File: src/design/cpsc_map.svh
// Purpose: named constants for the power state controller
// Assumes: 40 MHz reference clock
// Notes:   times in their own unit, cycle counts derived
`ifndef CPSC_MAP_SVH
`define CPSC_MAP_SVH
`define CPSC_CLK_MHZ          40
`define CPSC_RESET_INTERVAL_US 10
`define CPSC_WAKE_US          1
`define CPSC_RESET_CYCLES     (`CPSC_RESET_INTERVAL_US * `CPSC_CLK_MHZ)
`define CPSC_WAKE_CYCLES      (`CPSC_WAKE_US * `CPSC_CLK_MHZ)
`define CPSC_CNT_W            12
`define CPSC_RANGE_MAX        1000
`define CPSC_ALL_LOW          1'b0
`endif

File: src/design/cpsc_pkg.sv
// Purpose: types for the power state controller
// Assumes: nothing
// Notes:   state encoding left to the tool
package cpsc_pkg;
  typedef enum logic [2:0] {
    CPSC_POR,
    CPSC_RUN,
    CPSC_SLEEP,
    CPSC_WAKE
  } cpsc_state_t;
endpackage

File: src/design/cpsc_top.sv
// Purpose: power-up clear, pin sleep and register force for the array
// Assumes: one 40 MHz clock; inputs synchronous; reset_i models supply
//          crossing supply_reset_threshold
// Notes:   macrocell logic itself lives outside; d_i is its next state
// Operation
// RULE1: after supply reset, every register clears low.
// RULE2: board keeps clock sources stable through the reset interval.
// RULE3: board meets setup before the first clock after reset.
// RULE4: sleep_request powers down only when enabled by configuration.
// RULE5: in sleep, all state and outputs are held.
// RULE6: outputs high-z at sleep entry remain high-z.
// RULE7: in sleep, all inputs except sleep_request are ignored. Here sleep_enable_i is not ignored: dropping it also ends sleep.
// RULE8: pin keepers stay active in sleep.
// RULE9: enabled sleep pin is unavailable to the logic array.
// RULE10: up to 1 us wake delay after sleep_request falls.
// RULE11: test path forces any register high or low.
// RULE12: tester enters force mode by raising a pin to high voltage.
// RULE13: wake resumes from held state without any reset.
`include "cpsc_map.svh"
module cpsc_top #(
  parameter int N_CELLS      = 32,
  parameter int RESET_CYCLES = `CPSC_RESET_CYCLES,
  parameter int WAKE_CYCLES  = `CPSC_WAKE_CYCLES
) (
  input  wire logic               ref_clk_i,
  input  wire logic               reset_i,
  input  wire logic               sleep_enable_i,
  input  wire logic               sleep_request_i,
  input  wire logic               force_mode_i,
  input  wire logic [N_CELLS-1:0] force_sel_i,
  input  wire logic [N_CELLS-1:0] force_val_i,
  input  wire logic [N_CELLS-1:0] d_i,
  input  wire logic [N_CELLS-1:0] oe_i,
  input  wire logic [N_CELLS-1:0] pin_i,
  input  wire logic [N_CELLS-1:0] pin_oe_i,
  output logic [N_CELLS-1:0]      q_o,
  output logic [N_CELLS-1:0]      oe_o,
  output logic [N_CELLS-1:0]      keep_o,
  output logic                    sleep_pin_array_o,
  output logic                    asleep_o,
  output logic                    ready_o
);
  // ----------------------------------------
  // parameter checks
  // ----------------------------------------
  // wake check window is a delay range, so it must stay short
  localparam int WAKE_LIMIT = WAKE_CYCLES + 1;

  if (N_CELLS < 1 || RESET_CYCLES < 1 || WAKE_CYCLES < 1 ||
      RESET_CYCLES >= (1 << `CPSC_CNT_W) || WAKE_CYCLES >= (1 << `CPSC_CNT_W) ||
      WAKE_LIMIT > `CPSC_RANGE_MAX) begin : g_bad_params
    $error("cpsc_top: unsupported parameter values");
  end

  localparam logic [`CPSC_CNT_W-1:0] RST_LAST  = `CPSC_CNT_W'(RESET_CYCLES - 1);
  localparam logic [`CPSC_CNT_W-1:0] WAKE_LAST = `CPSC_CNT_W'(WAKE_CYCLES - 1);
  localparam logic [`CPSC_CNT_W-1:0] CNT_ZERO  = '0;

  cpsc_pkg::cpsc_state_t state_reg;
  cpsc_pkg::cpsc_state_t state_next;
  logic [`CPSC_CNT_W-1:0] cnt_reg;
  logic                   sleep_req;
  logic                   hold;
  logic                   clear;
  logic                   force_en;

  // gated by configuration; sleep pin never reaches the array when enabled
  assign sleep_req = sleep_enable_i && sleep_request_i; // RULE4
  assign clear     = (state_reg == cpsc_pkg::CPSC_POR);
  // hold through wake too: inputs are not valid until the delay ends
  assign hold      = (state_reg == cpsc_pkg::CPSC_SLEEP) ||
                     (state_reg == cpsc_pkg::CPSC_WAKE); // RULE7
  assign force_en  = force_mode_i && !hold && !clear;

  // ----------------------------------------
  // sequencer
  // ----------------------------------------
  always_comb begin
    state_next = state_reg;
    case (state_reg)
      cpsc_pkg::CPSC_POR: begin
        if (cnt_reg == RST_LAST) begin
          state_next = cpsc_pkg::CPSC_RUN;
        end
      end
      cpsc_pkg::CPSC_RUN: begin
        if (sleep_req) begin
          state_next = cpsc_pkg::CPSC_SLEEP;
        end
      end
      cpsc_pkg::CPSC_SLEEP: begin
        if (!sleep_req) begin
          state_next = cpsc_pkg::CPSC_WAKE;
        end
      end
      cpsc_pkg::CPSC_WAKE: begin
        if (sleep_req) begin
          state_next = cpsc_pkg::CPSC_SLEEP;
        end else if (cnt_reg == WAKE_LAST) begin
          state_next = cpsc_pkg::CPSC_RUN; // RULE13
        end
      end
      default: begin
        state_next = cpsc_pkg::CPSC_POR;
      end
    endcase
  end

  // ----------------------------------------
  // state register
  // ----------------------------------------
  always_ff @(posedge ref_clk_i) begin
    if (reset_i) begin
      state_reg <= cpsc_pkg::CPSC_POR;
    end else begin
      state_reg <= state_next;
    end
  end

  // ----------------------------------------
  // interval counter
  // ----------------------------------------
  // one counter serves both the reset interval and the wake delay
  always_ff @(posedge ref_clk_i) begin
    if (reset_i || state_next != state_reg) begin
      cnt_reg <= CNT_ZERO;
    end else if (state_reg == cpsc_pkg::CPSC_POR || state_reg == cpsc_pkg::CPSC_WAKE) begin
      cnt_reg <= cnt_reg + 1'b1; // RULE10
    end
  end

  // separate age of the clear phase, so its check does not lean on cnt_reg
  logic [`CPSC_CNT_W-1:0] por_age_reg;

  always_ff @(posedge ref_clk_i) begin
    if (reset_i || state_reg != cpsc_pkg::CPSC_POR) begin
      por_age_reg <= CNT_ZERO;
    end else begin
      por_age_reg <= por_age_reg + 1'b1;
    end
  end

  // ----------------------------------------
  // status outputs
  // ----------------------------------------

  always_ff @(posedge ref_clk_i) begin
    if (reset_i) begin
      asleep_o          <= 1'b0;
      ready_o           <= 1'b0;
      sleep_pin_array_o <= 1'b0;
    end else begin
      asleep_o          <= (state_next == cpsc_pkg::CPSC_SLEEP);
      ready_o           <= (state_next == cpsc_pkg::CPSC_RUN);
      sleep_pin_array_o <= sleep_enable_i ? 1'b0 : sleep_request_i; // RULE9
    end
  end

  // ----------------------------------------
  // macrocells
  // ----------------------------------------
  for (genvar i = 0; i < N_CELLS; i++) begin : g_cell
    cpsc_cell u_cell (
      .ref_clk_i  (ref_clk_i),
      .clear_i    (clear),
      .hold_i     (hold),
      .force_en_i (force_en && force_sel_i[i]), // RULE11
      .force_val_i(force_val_i[i]),
      .d_i        (d_i[i]),
      .oe_i       (oe_i[i]),
      .pin_i      (pin_i[i]),
      .pin_oe_i   (pin_oe_i[i]),
      .q_o        (q_o[i]),
      .oe_o       (oe_o[i]),
      .keep_o     (keep_o[i])
    );
  end

  // ----------------------------------------
  // assertions
  // ----------------------------------------
  a_por_clears: assert property (@(posedge ref_clk_i) disable iff (reset_i)
    $past(clear) |-> (q_o == '0 && oe_o == '0)) // RULE1
    else $error("registers not cleared in power-up interval");
  a_por_interval: assert property (@(posedge ref_clk_i) disable iff (reset_i)
    (state_reg == cpsc_pkg::CPSC_POR) |-> (por_age_reg < RESET_CYCLES)) // RULE1
    else $error("power-up clear outlasted its interval");
  a_sleep_gate: assert property (@(posedge ref_clk_i) disable iff (reset_i)
    (state_reg == cpsc_pkg::CPSC_RUN && sleep_request_i && !sleep_enable_i) |=> !asleep_o) // RULE4
    else $error("sleep entered while feature disabled");
  a_hold_q: assert property (@(posedge ref_clk_i) disable iff (reset_i)
    ($past(hold) && !$past(reset_i)) |-> $stable(q_o)) // RULE5
    else $error("register changed while held");
  a_hold_oe: assert property (@(posedge ref_clk_i) disable iff (reset_i)
    ($past(hold) && !$past(reset_i)) |-> $stable(oe_o)) // RULE6
    else $error("output enable changed while held");
  a_hold_keep: assert property (@(posedge ref_clk_i) disable iff (reset_i)
    ($past(hold) && !$past(reset_i)) |-> $stable(keep_o)) // RULE8
    else $error("keeper changed while held");
  a_inputs_blocked: assert property (@(posedge ref_clk_i) disable iff (reset_i)
    hold |-> !force_en) // RULE7
    else $error("force path open while held");
  a_pin_array: assert property (@(posedge ref_clk_i) disable iff (reset_i)
    $past(sleep_enable_i) |-> !sleep_pin_array_o) // RULE9
    else $error("sleep pin reached logic array");
  a_wake_bound: assert property (@(posedge ref_clk_i) disable iff (reset_i)
    (state_reg == cpsc_pkg::CPSC_SLEEP && !sleep_req) |-> ##[1:WAKE_LIMIT] (ready_o || asleep_o)) // RULE10
    else $error("wake delay overrun");
  a_wake_run: assert property (@(posedge ref_clk_i) disable iff (reset_i)
    (state_reg == cpsc_pkg::CPSC_WAKE && !sleep_req && cnt_reg == WAKE_LAST) |=> ready_o) // RULE13
    else $error("wake did not resume run");
  a_force_val: assert property (@(posedge ref_clk_i) disable iff (reset_i)
    (force_en && force_sel_i[0]) |=> (q_o[0] == $past(force_val_i[0]))) // RULE11
    else $error("forced value not loaded");

  c_sleep: cover property (@(posedge ref_clk_i) disable iff (reset_i) $rose(asleep_o));
  c_wake: cover property (@(posedge ref_clk_i) disable iff (reset_i) $fell(asleep_o) ##[1:60] ready_o);
  c_force: cover property (@(posedge ref_clk_i) disable iff (reset_i) force_en);
  c_sleep_gated: cover property (@(posedge ref_clk_i) disable iff (reset_i)
    state_reg == cpsc_pkg::CPSC_RUN && sleep_request_i && sleep_enable_i);
  c_sleep_off: cover property (@(posedge ref_clk_i) disable iff (reset_i)
    state_reg == cpsc_pkg::CPSC_RUN && sleep_request_i && !sleep_enable_i);
endmodule

File: src/design/cpsc_cell.sv
// Purpose: one held macrocell register with force path and pin keeper
// Assumes: controls come from the sequencer, all synchronous
// Notes:   register, output enable and keeper all freeze while held
`include "cpsc_map.svh"
module cpsc_cell (
  input  wire logic ref_clk_i,
  input  wire logic clear_i,
  input  wire logic hold_i,
  input  wire logic force_en_i,
  input  wire logic force_val_i,
  input  wire logic d_i,
  input  wire logic oe_i,
  input  wire logic pin_i,
  input  wire logic pin_oe_i,
  output logic      q_o,
  output logic      oe_o,
  output logic      keep_o
);
  // ----------------------------------------
  // register
  // ----------------------------------------
  always_ff @(posedge ref_clk_i) begin
    if (clear_i) begin
      q_o <= `CPSC_ALL_LOW; // RULE1
    end else if (force_en_i) begin
      q_o <= force_val_i; // RULE11
    end else if (!hold_i) begin
      q_o <= d_i; // RULE5
    end
  end

  // high-z outputs stay high-z while held
  always_ff @(posedge ref_clk_i) begin
    if (clear_i) begin
      oe_o <= `CPSC_ALL_LOW;
    end else if (!hold_i) begin
      oe_o <= oe_i; // RULE6
    end
  end

  // keeper tracks the pin only when someone drives it
  always_ff @(posedge ref_clk_i) begin
    if (clear_i) begin
      keep_o <= `CPSC_ALL_LOW;
    end else if (!hold_i && pin_oe_i) begin
      keep_o <= pin_i; // RULE8
    end
  end
endmodule

File: config.mk
export PLATFORM = sky130hd
export DESIGN_NAME = cpsc_top
export DESIGN_NICKNAME = d
export VERILOG_FILES = /design/src/design/cpsc_pkg.sv /design/src/design/cpsc_top.sv /design/src/design/cpsc_cell.sv
export VERILOG_INCLUDE_DIRS = /design/src /design/src/design
export SDC_FILE = /design/constraint.sdc
export NUM_CORES = 1
export LEC_CHECK = 0
export ABC_CLOCK_PERIOD_IN_PS = 2000
export BUFFER_PORTS_ARGS = -buffer_cell sky130_fd_sc_hd__buf_2
export CAP_MARGIN = 0
export CORE_MARGIN = 1
export CORE_UTILIZATION = 41
export DETAILED_ROUTE_END_ITERATION = 16
export PLACE_DENSITY = 0.76
export SLEW_MARGIN = 10
export SYNTH_ARGS = -nofsm -noshare
export SYNTH_HDL_FRONTEND = slang
export SYNTH_SLANG_ARGS = --single-unit
File: constraint.sdc
create_clock -name ref_clk_i -period 2 [get_ports ref_clk_i]
set_clock_uncertainty 0.2 [all_clocks]
set_input_delay 0.1 -clock ref_clk_i [delete_from_list [all_inputs] [get_ports ref_clk_i]]
set_output_delay 0.1 -clock ref_clk_i [all_outputs]
set_load 0.1 [all_outputs]
# == Yosys cells after proc, flatten, opt, wreduce, memory -nomap -nowiden ==
# Cells that the tools add are included.
# op_classes
n_addsub,1
multipliers,0
n_div,0
n_lt_le_gt_ge,0
eq_ne,40
n_shift,0
n_mux,70
bitwise,0
n_reduce_logical,74
# ops
op,count
logical AND 1 bit,67
2-to-1 mux 1 bit,64
inequality test 2 x 1 -> 1 bit (second input constant),31
2-to-1 mux 3 bit,5
adder 12 x 1 -> 12 bit (second input constant),1
== test 12 x 6 -> 1 bit (second input constant),1
== test 12 x 9 -> 1 bit (second input constant),1
one-hot mux 3 bit (4 select lines),1
== test 3 x 2 -> 1 bit (second input constant),3
== test 3 x 1 -> 1 bit (second input constant),2
zero test 3 bit,1
logical OR 1 bit,3
inequality test 3 bit,1
zero test 1 bit,2
inequality test 2 bit (second input constant),1
OR reduction 2 bit,1
# word_totals
reg_bits,114
latch_bits,0
mem_bits_rw,0
mem_bits_ro,0
input_bits,197
wordCells,286
n_memories,0

# == Depth between registers and ports, before layout ==
# depth
ltp_word,7
mapped_depth,7
depth_no_buf,5

# == Modules after synthesis ==
# Synthesis repeated with hierarchy kept, for this count alone.
# hier_totals
cells_unflattened,489
area_unflattened_um2,4901.0
# modules_own_cells
mod,n_inst,cells_per_inst,area_per_inst_um2,seq_area_each_um2
cpsc_cell,32,11,118.9,60.1
cpsc_top,1,137,1097.3,360.3

# == Worst setup path after synthesis ==
# OpenSTA, ideal clock, no wires.
# synth_timing
kind,reg-to-reg
start,register state_reg[0]
end,register cnt_reg[10]
arrival_ns,1.669
required_ns,1.721
setup_slack_ns,0.052
path_stages_with_launch,6
path_buffers,1
synth_period_minus_slack_ns,1.948
cell_sequence,dfxtp_1 buf_6 xor2_4 or4_4 or3_1 a211oi_2
# synth_between
elab_chain_cells,5
elab_cells_between_ends,13
classes_between,4 x eq/ne; 6 x mux; 3 x reduce/logical
# synth_lines
item,line_no,text
from (decl),cpsc_top.sv:59,cpsc_pkg::cpsc_state_t state_reg;
from (signal assigned),cpsc_top.sv:114,state_reg <= cpsc_pkg::CPSC_POR;
from (signal assigned),cpsc_top.sv:116,state_reg <= state_next;
2-to-1 mux 3 bit,cpsc_top.sv:99,end else if (cnt_reg == WAKE_LAST) begin
2-to-1 mux 3 bit,cpsc_top.sv:97,if (sleep_req) begin
one-hot mux 3 bit (4 select lines),cpsc_top.sv:80,case (state_reg)
inequality test 3 bit,cpsc_top.sv:125,if (reset_i || state_next != state_reg) begin
logical OR 1 bit,cpsc_top.sv:125,
to (signal assigned),cpsc_top.sv:128,cnt_reg <= cnt_reg + 1'b1;
to (decl),cpsc_top.sv:61,logic [`CPSC_CNT_W-1:0] cnt_reg;
# Parallel ways exist; a longest one is shown, timed or not.
# A chain may end at the register's enable or synchronous reset.

# == Worst setup path in the final report ==
# layout_timing
start,register cnt_reg[10]
end,register state_reg[1]
# layout_between
elab_chain_cells,4
elab_cells_between_ends,6
classes_between,2 x eq/ne; 4 x mux
# layout_lines
item,line_no
== test 12 x 6 -> 1 bit,cpsc_top.sv:99
2-to-1 mux 3 bit,cpsc_top.sv:99
2-to-1 mux 3 bit,cpsc_top.sv:97
one-hot mux 3 bit (4 select lines) (*),cpsc_top.sv:80
# Every way passes the cells marked *; elsewhere a longest branch is shown, timed or not.

==> impl_results.md <==
- Status: completed
- Critical path capture point type: flop
- Sequential area share after synthesis: 41.9%
- Top cell type's share of synthesized area: between 40% and 50%
- Antenna violations before repair: 0
- RR Startpoint: cnt_reg[10]
- Synth warn: 0
- Crit share post-route: 97.7%
- Slowest cell on crit path: or4_1
- Most frequent cells in the layout: 295 x buf_2, 196 x dlygate4sd3_1, 134 x nand2_1, 109 x dfxtp_1, 97 x a21oi_1
- Max-cap violations: 0
- CP required: 2.07 ns
- First-pass GRT wire length: between 30000 and 40000 um
- Total internal power: 4.88 mW
- Synth Register Bits: 114
- DRT Pass-1 Iters: 5
- Layout cell share with drive strength beyond 1: around a third
- Drt wl/cell: 16.7 um
- Io pins: 296
- CTS Root Cell: clkbuf_16
- Asr flop ratio synth: 0%
- PwrDens: 794 mW/mm2
- Crit-path cells: or4_1, or3_1, o21ai_0, a21boi_0
- Hold Startpoint: force_mode_i
- Combinational power share: 24.6%
- EDFF count, synth: 0
- Syn_nets: about 900
- Hold path cells: 5
- Syn Inst Count: 712
- Peak VDD IR: about 420 uV
- Post-DP HPWL: 11000 um
- Post-synthesis cell area: 0.00545 mm2
- Ant. Diodes: 0
- Pin count of the biggest net entering global routing: 81
- Final Max Tran Viols: 0
- First DRT Iteration DRCs: 508
- Nets@finish: about 1300
- Sw Pwr: ~2.3 mW
- Total Power: 7.20 mW
- Num CTS Buffers: 17
- Row cnt: 41
- Critical Path Fanout Max: 4
- Die Footprint: ~0.014 mm2
- WS Path Type: flop to flop
- Main flop type after synthesis: dfxtp_1
- Fmax: 512 MHz
- Max-slew headroom: 62.5%
- Avg Vias per Cell: 5.18
- Clock Latency Late Sink: 0.41 ns
- Delay of the slowest critical-path stage: 0.51 ns
- GRT Overall Usage: 29.7%
- CP startpoint kind: flop
- Arrival time at the worst endpoint: 2.03 ns
- Layout overhead on the synthesized area: 66.5%
- Longest Clk Path Bufs: 2
- CTS tree: built
- Biggest area consumer among synthesized cells: dfxtp_1
- Library cells used by synthesis: 41
- R2R cell count: 4
- Die width: 117 um
- Fin Setup TNS: 0 ns
- Total grt overflow: 0
- Worst Tran Pin Value: 0.567 ns
- IO Port Bufs: roughly 300
- # DRC: 0
- Final wirelength: 21500 um
- Final Hold Fails: 0
- Synth Area per Inst: around 7.7 um2
- CP Launch Point: cnt_reg[10]
- Vias in the first global route: 6571
- Initial Util: 42.6%
- Die Height: 117 um
- Core ar.: around 0.013 mm2
- Post-layout min period: 1.95 ns
- Leakage power: between 4 and 5 nW
- Setup violators final: 0
- Remaining antenna violation count: 0
- Commonest non-fill, non-tap cell in the layout: buf_2
- Top post-synthesis cells by area: dfxtp_1 42%, buf_4 13%, nand2_1 9.2%
- Clock-pin transition on the worst setup and hold timing paths: 0.05 ns
- Seq pwr share: between 30% and 40%
- Clk sinks: 114
- Placer Congestion: just under 0.9
- Switching share of power: 32.2%
- Largest registers: g_cell.u_cell.keep_o: 32 flops, g_cell.u_cell.oe_o: 32 flops, g_cell.u_cell.q_o: 32 flops
- Clk pwr share: 41.3%
- Worst hold path type: input pin to flop
- H-tree depth: 4
- Vias: 6687
- RSZ-0062 raised after global routing: no
[power by group through the flow]
stage	logic [mW]	registers, mW	clock network (mW)
5_1_grt	1.85	2.46	3.14
3_3_place_gp	1.40	2.49	0
2_1_floorplan	1.18	2.49	0
6_report	1.77	2.45	2.97
3_5_place_dp	1.41	2.49	0
4_1_cts	1.71	2.44	3.02
[routing by layer]
layer	part of all wire (%)	vias up	track usage [%]
li1	-	3107	-
met3	9.9	98	10.1
met4	5.1	0	20.7
met1	37	3036	31.2
met2	48	446	50.2
met5	0	-	0
[synthesized netlist by cell type (2+ instances only)]
master,number
nand2_1,134
dfxtp_1,114
a21oi_1,97
buf_4,96
o21ai_0,70
nand3_1,37
clkbuf_1,33
inv_1,33
a31oi_1,32
nor3_1,11
xnor2_1,7
buf_1,6
or3_1,4
nor4b_1,3
a211oi_1,2
buf_2,2
nand4_1,2
nor2_1,2
nor2b_1,2
nor3b_1,2
nor4_1,2
or4_1,2
[area by class of cell]
type	instances	area, um2
repair buffers	514	3660
fillers	838	3700
clock buffers	23	478
multi-input cells	427	2200
well taps	172	215
flip-flops and latches	114	2290
inverters	33	124
clock inverters	9	104
[path summary, 6_finish.rpt]
| check | to | slack, ns |
|---|---|---|
| max | state_reg[1] | 0.05 |
| min | g_cell[2].u_cell.q_o | 0.08 |
| max reg2reg | state_reg[1] | 0.05 |
| min reg2reg | g_cell[25].u_cell.oe_o | 0.25 |
[logic make-up after synthesis]
kind of cell / Yosys count / synth area share, %
adder cells (fa/ha/maj): 1 / 0.230
buffers and inverters: 171 / 18.6
XOR/XNOR: 9 / 1.79
AO/OA/AOI/OAI: 207 / 20.2
flip-flops: 114 / 41.9
multiplexers: 1 / 0.184
AND/OR/NAND/NOR: 208 / 17.0
other: 1 / 0.0688
[critical path, delay by kind of cell, from the launching register on]
kind               cells  cell delay, ns
DFF                    1            0.33
AOI/OAI and AO/OA      2            0.41
and+or+nand+nor        2            0.87
[stage by stage]
stage	utilization, %	cell area [um2]	instances	setup WS, ns	hold WS [ns]
finish	71.0	9070	1292	0.0464	0.0815
global route	71.0	9070	1292	0.00419	0.0961
CTS	70.8	9040	1292	0.0227	0.0626
detailed placement	50.9	6500	1064	0.0346	0.106
global placement	50.9	6500	1064	0.0666	0.102
floorplan	-	5450	712	0.0519	-0.0249
[repair_timing]
action,in CTS,in global routing
endpoints found under the setup margin,0,24
endpoints found under the hold margin,101,0
hold buffers,196,0
gates resized for setup,0,12
buffers inserted,0,0
(Power assumes the default switching activity.)
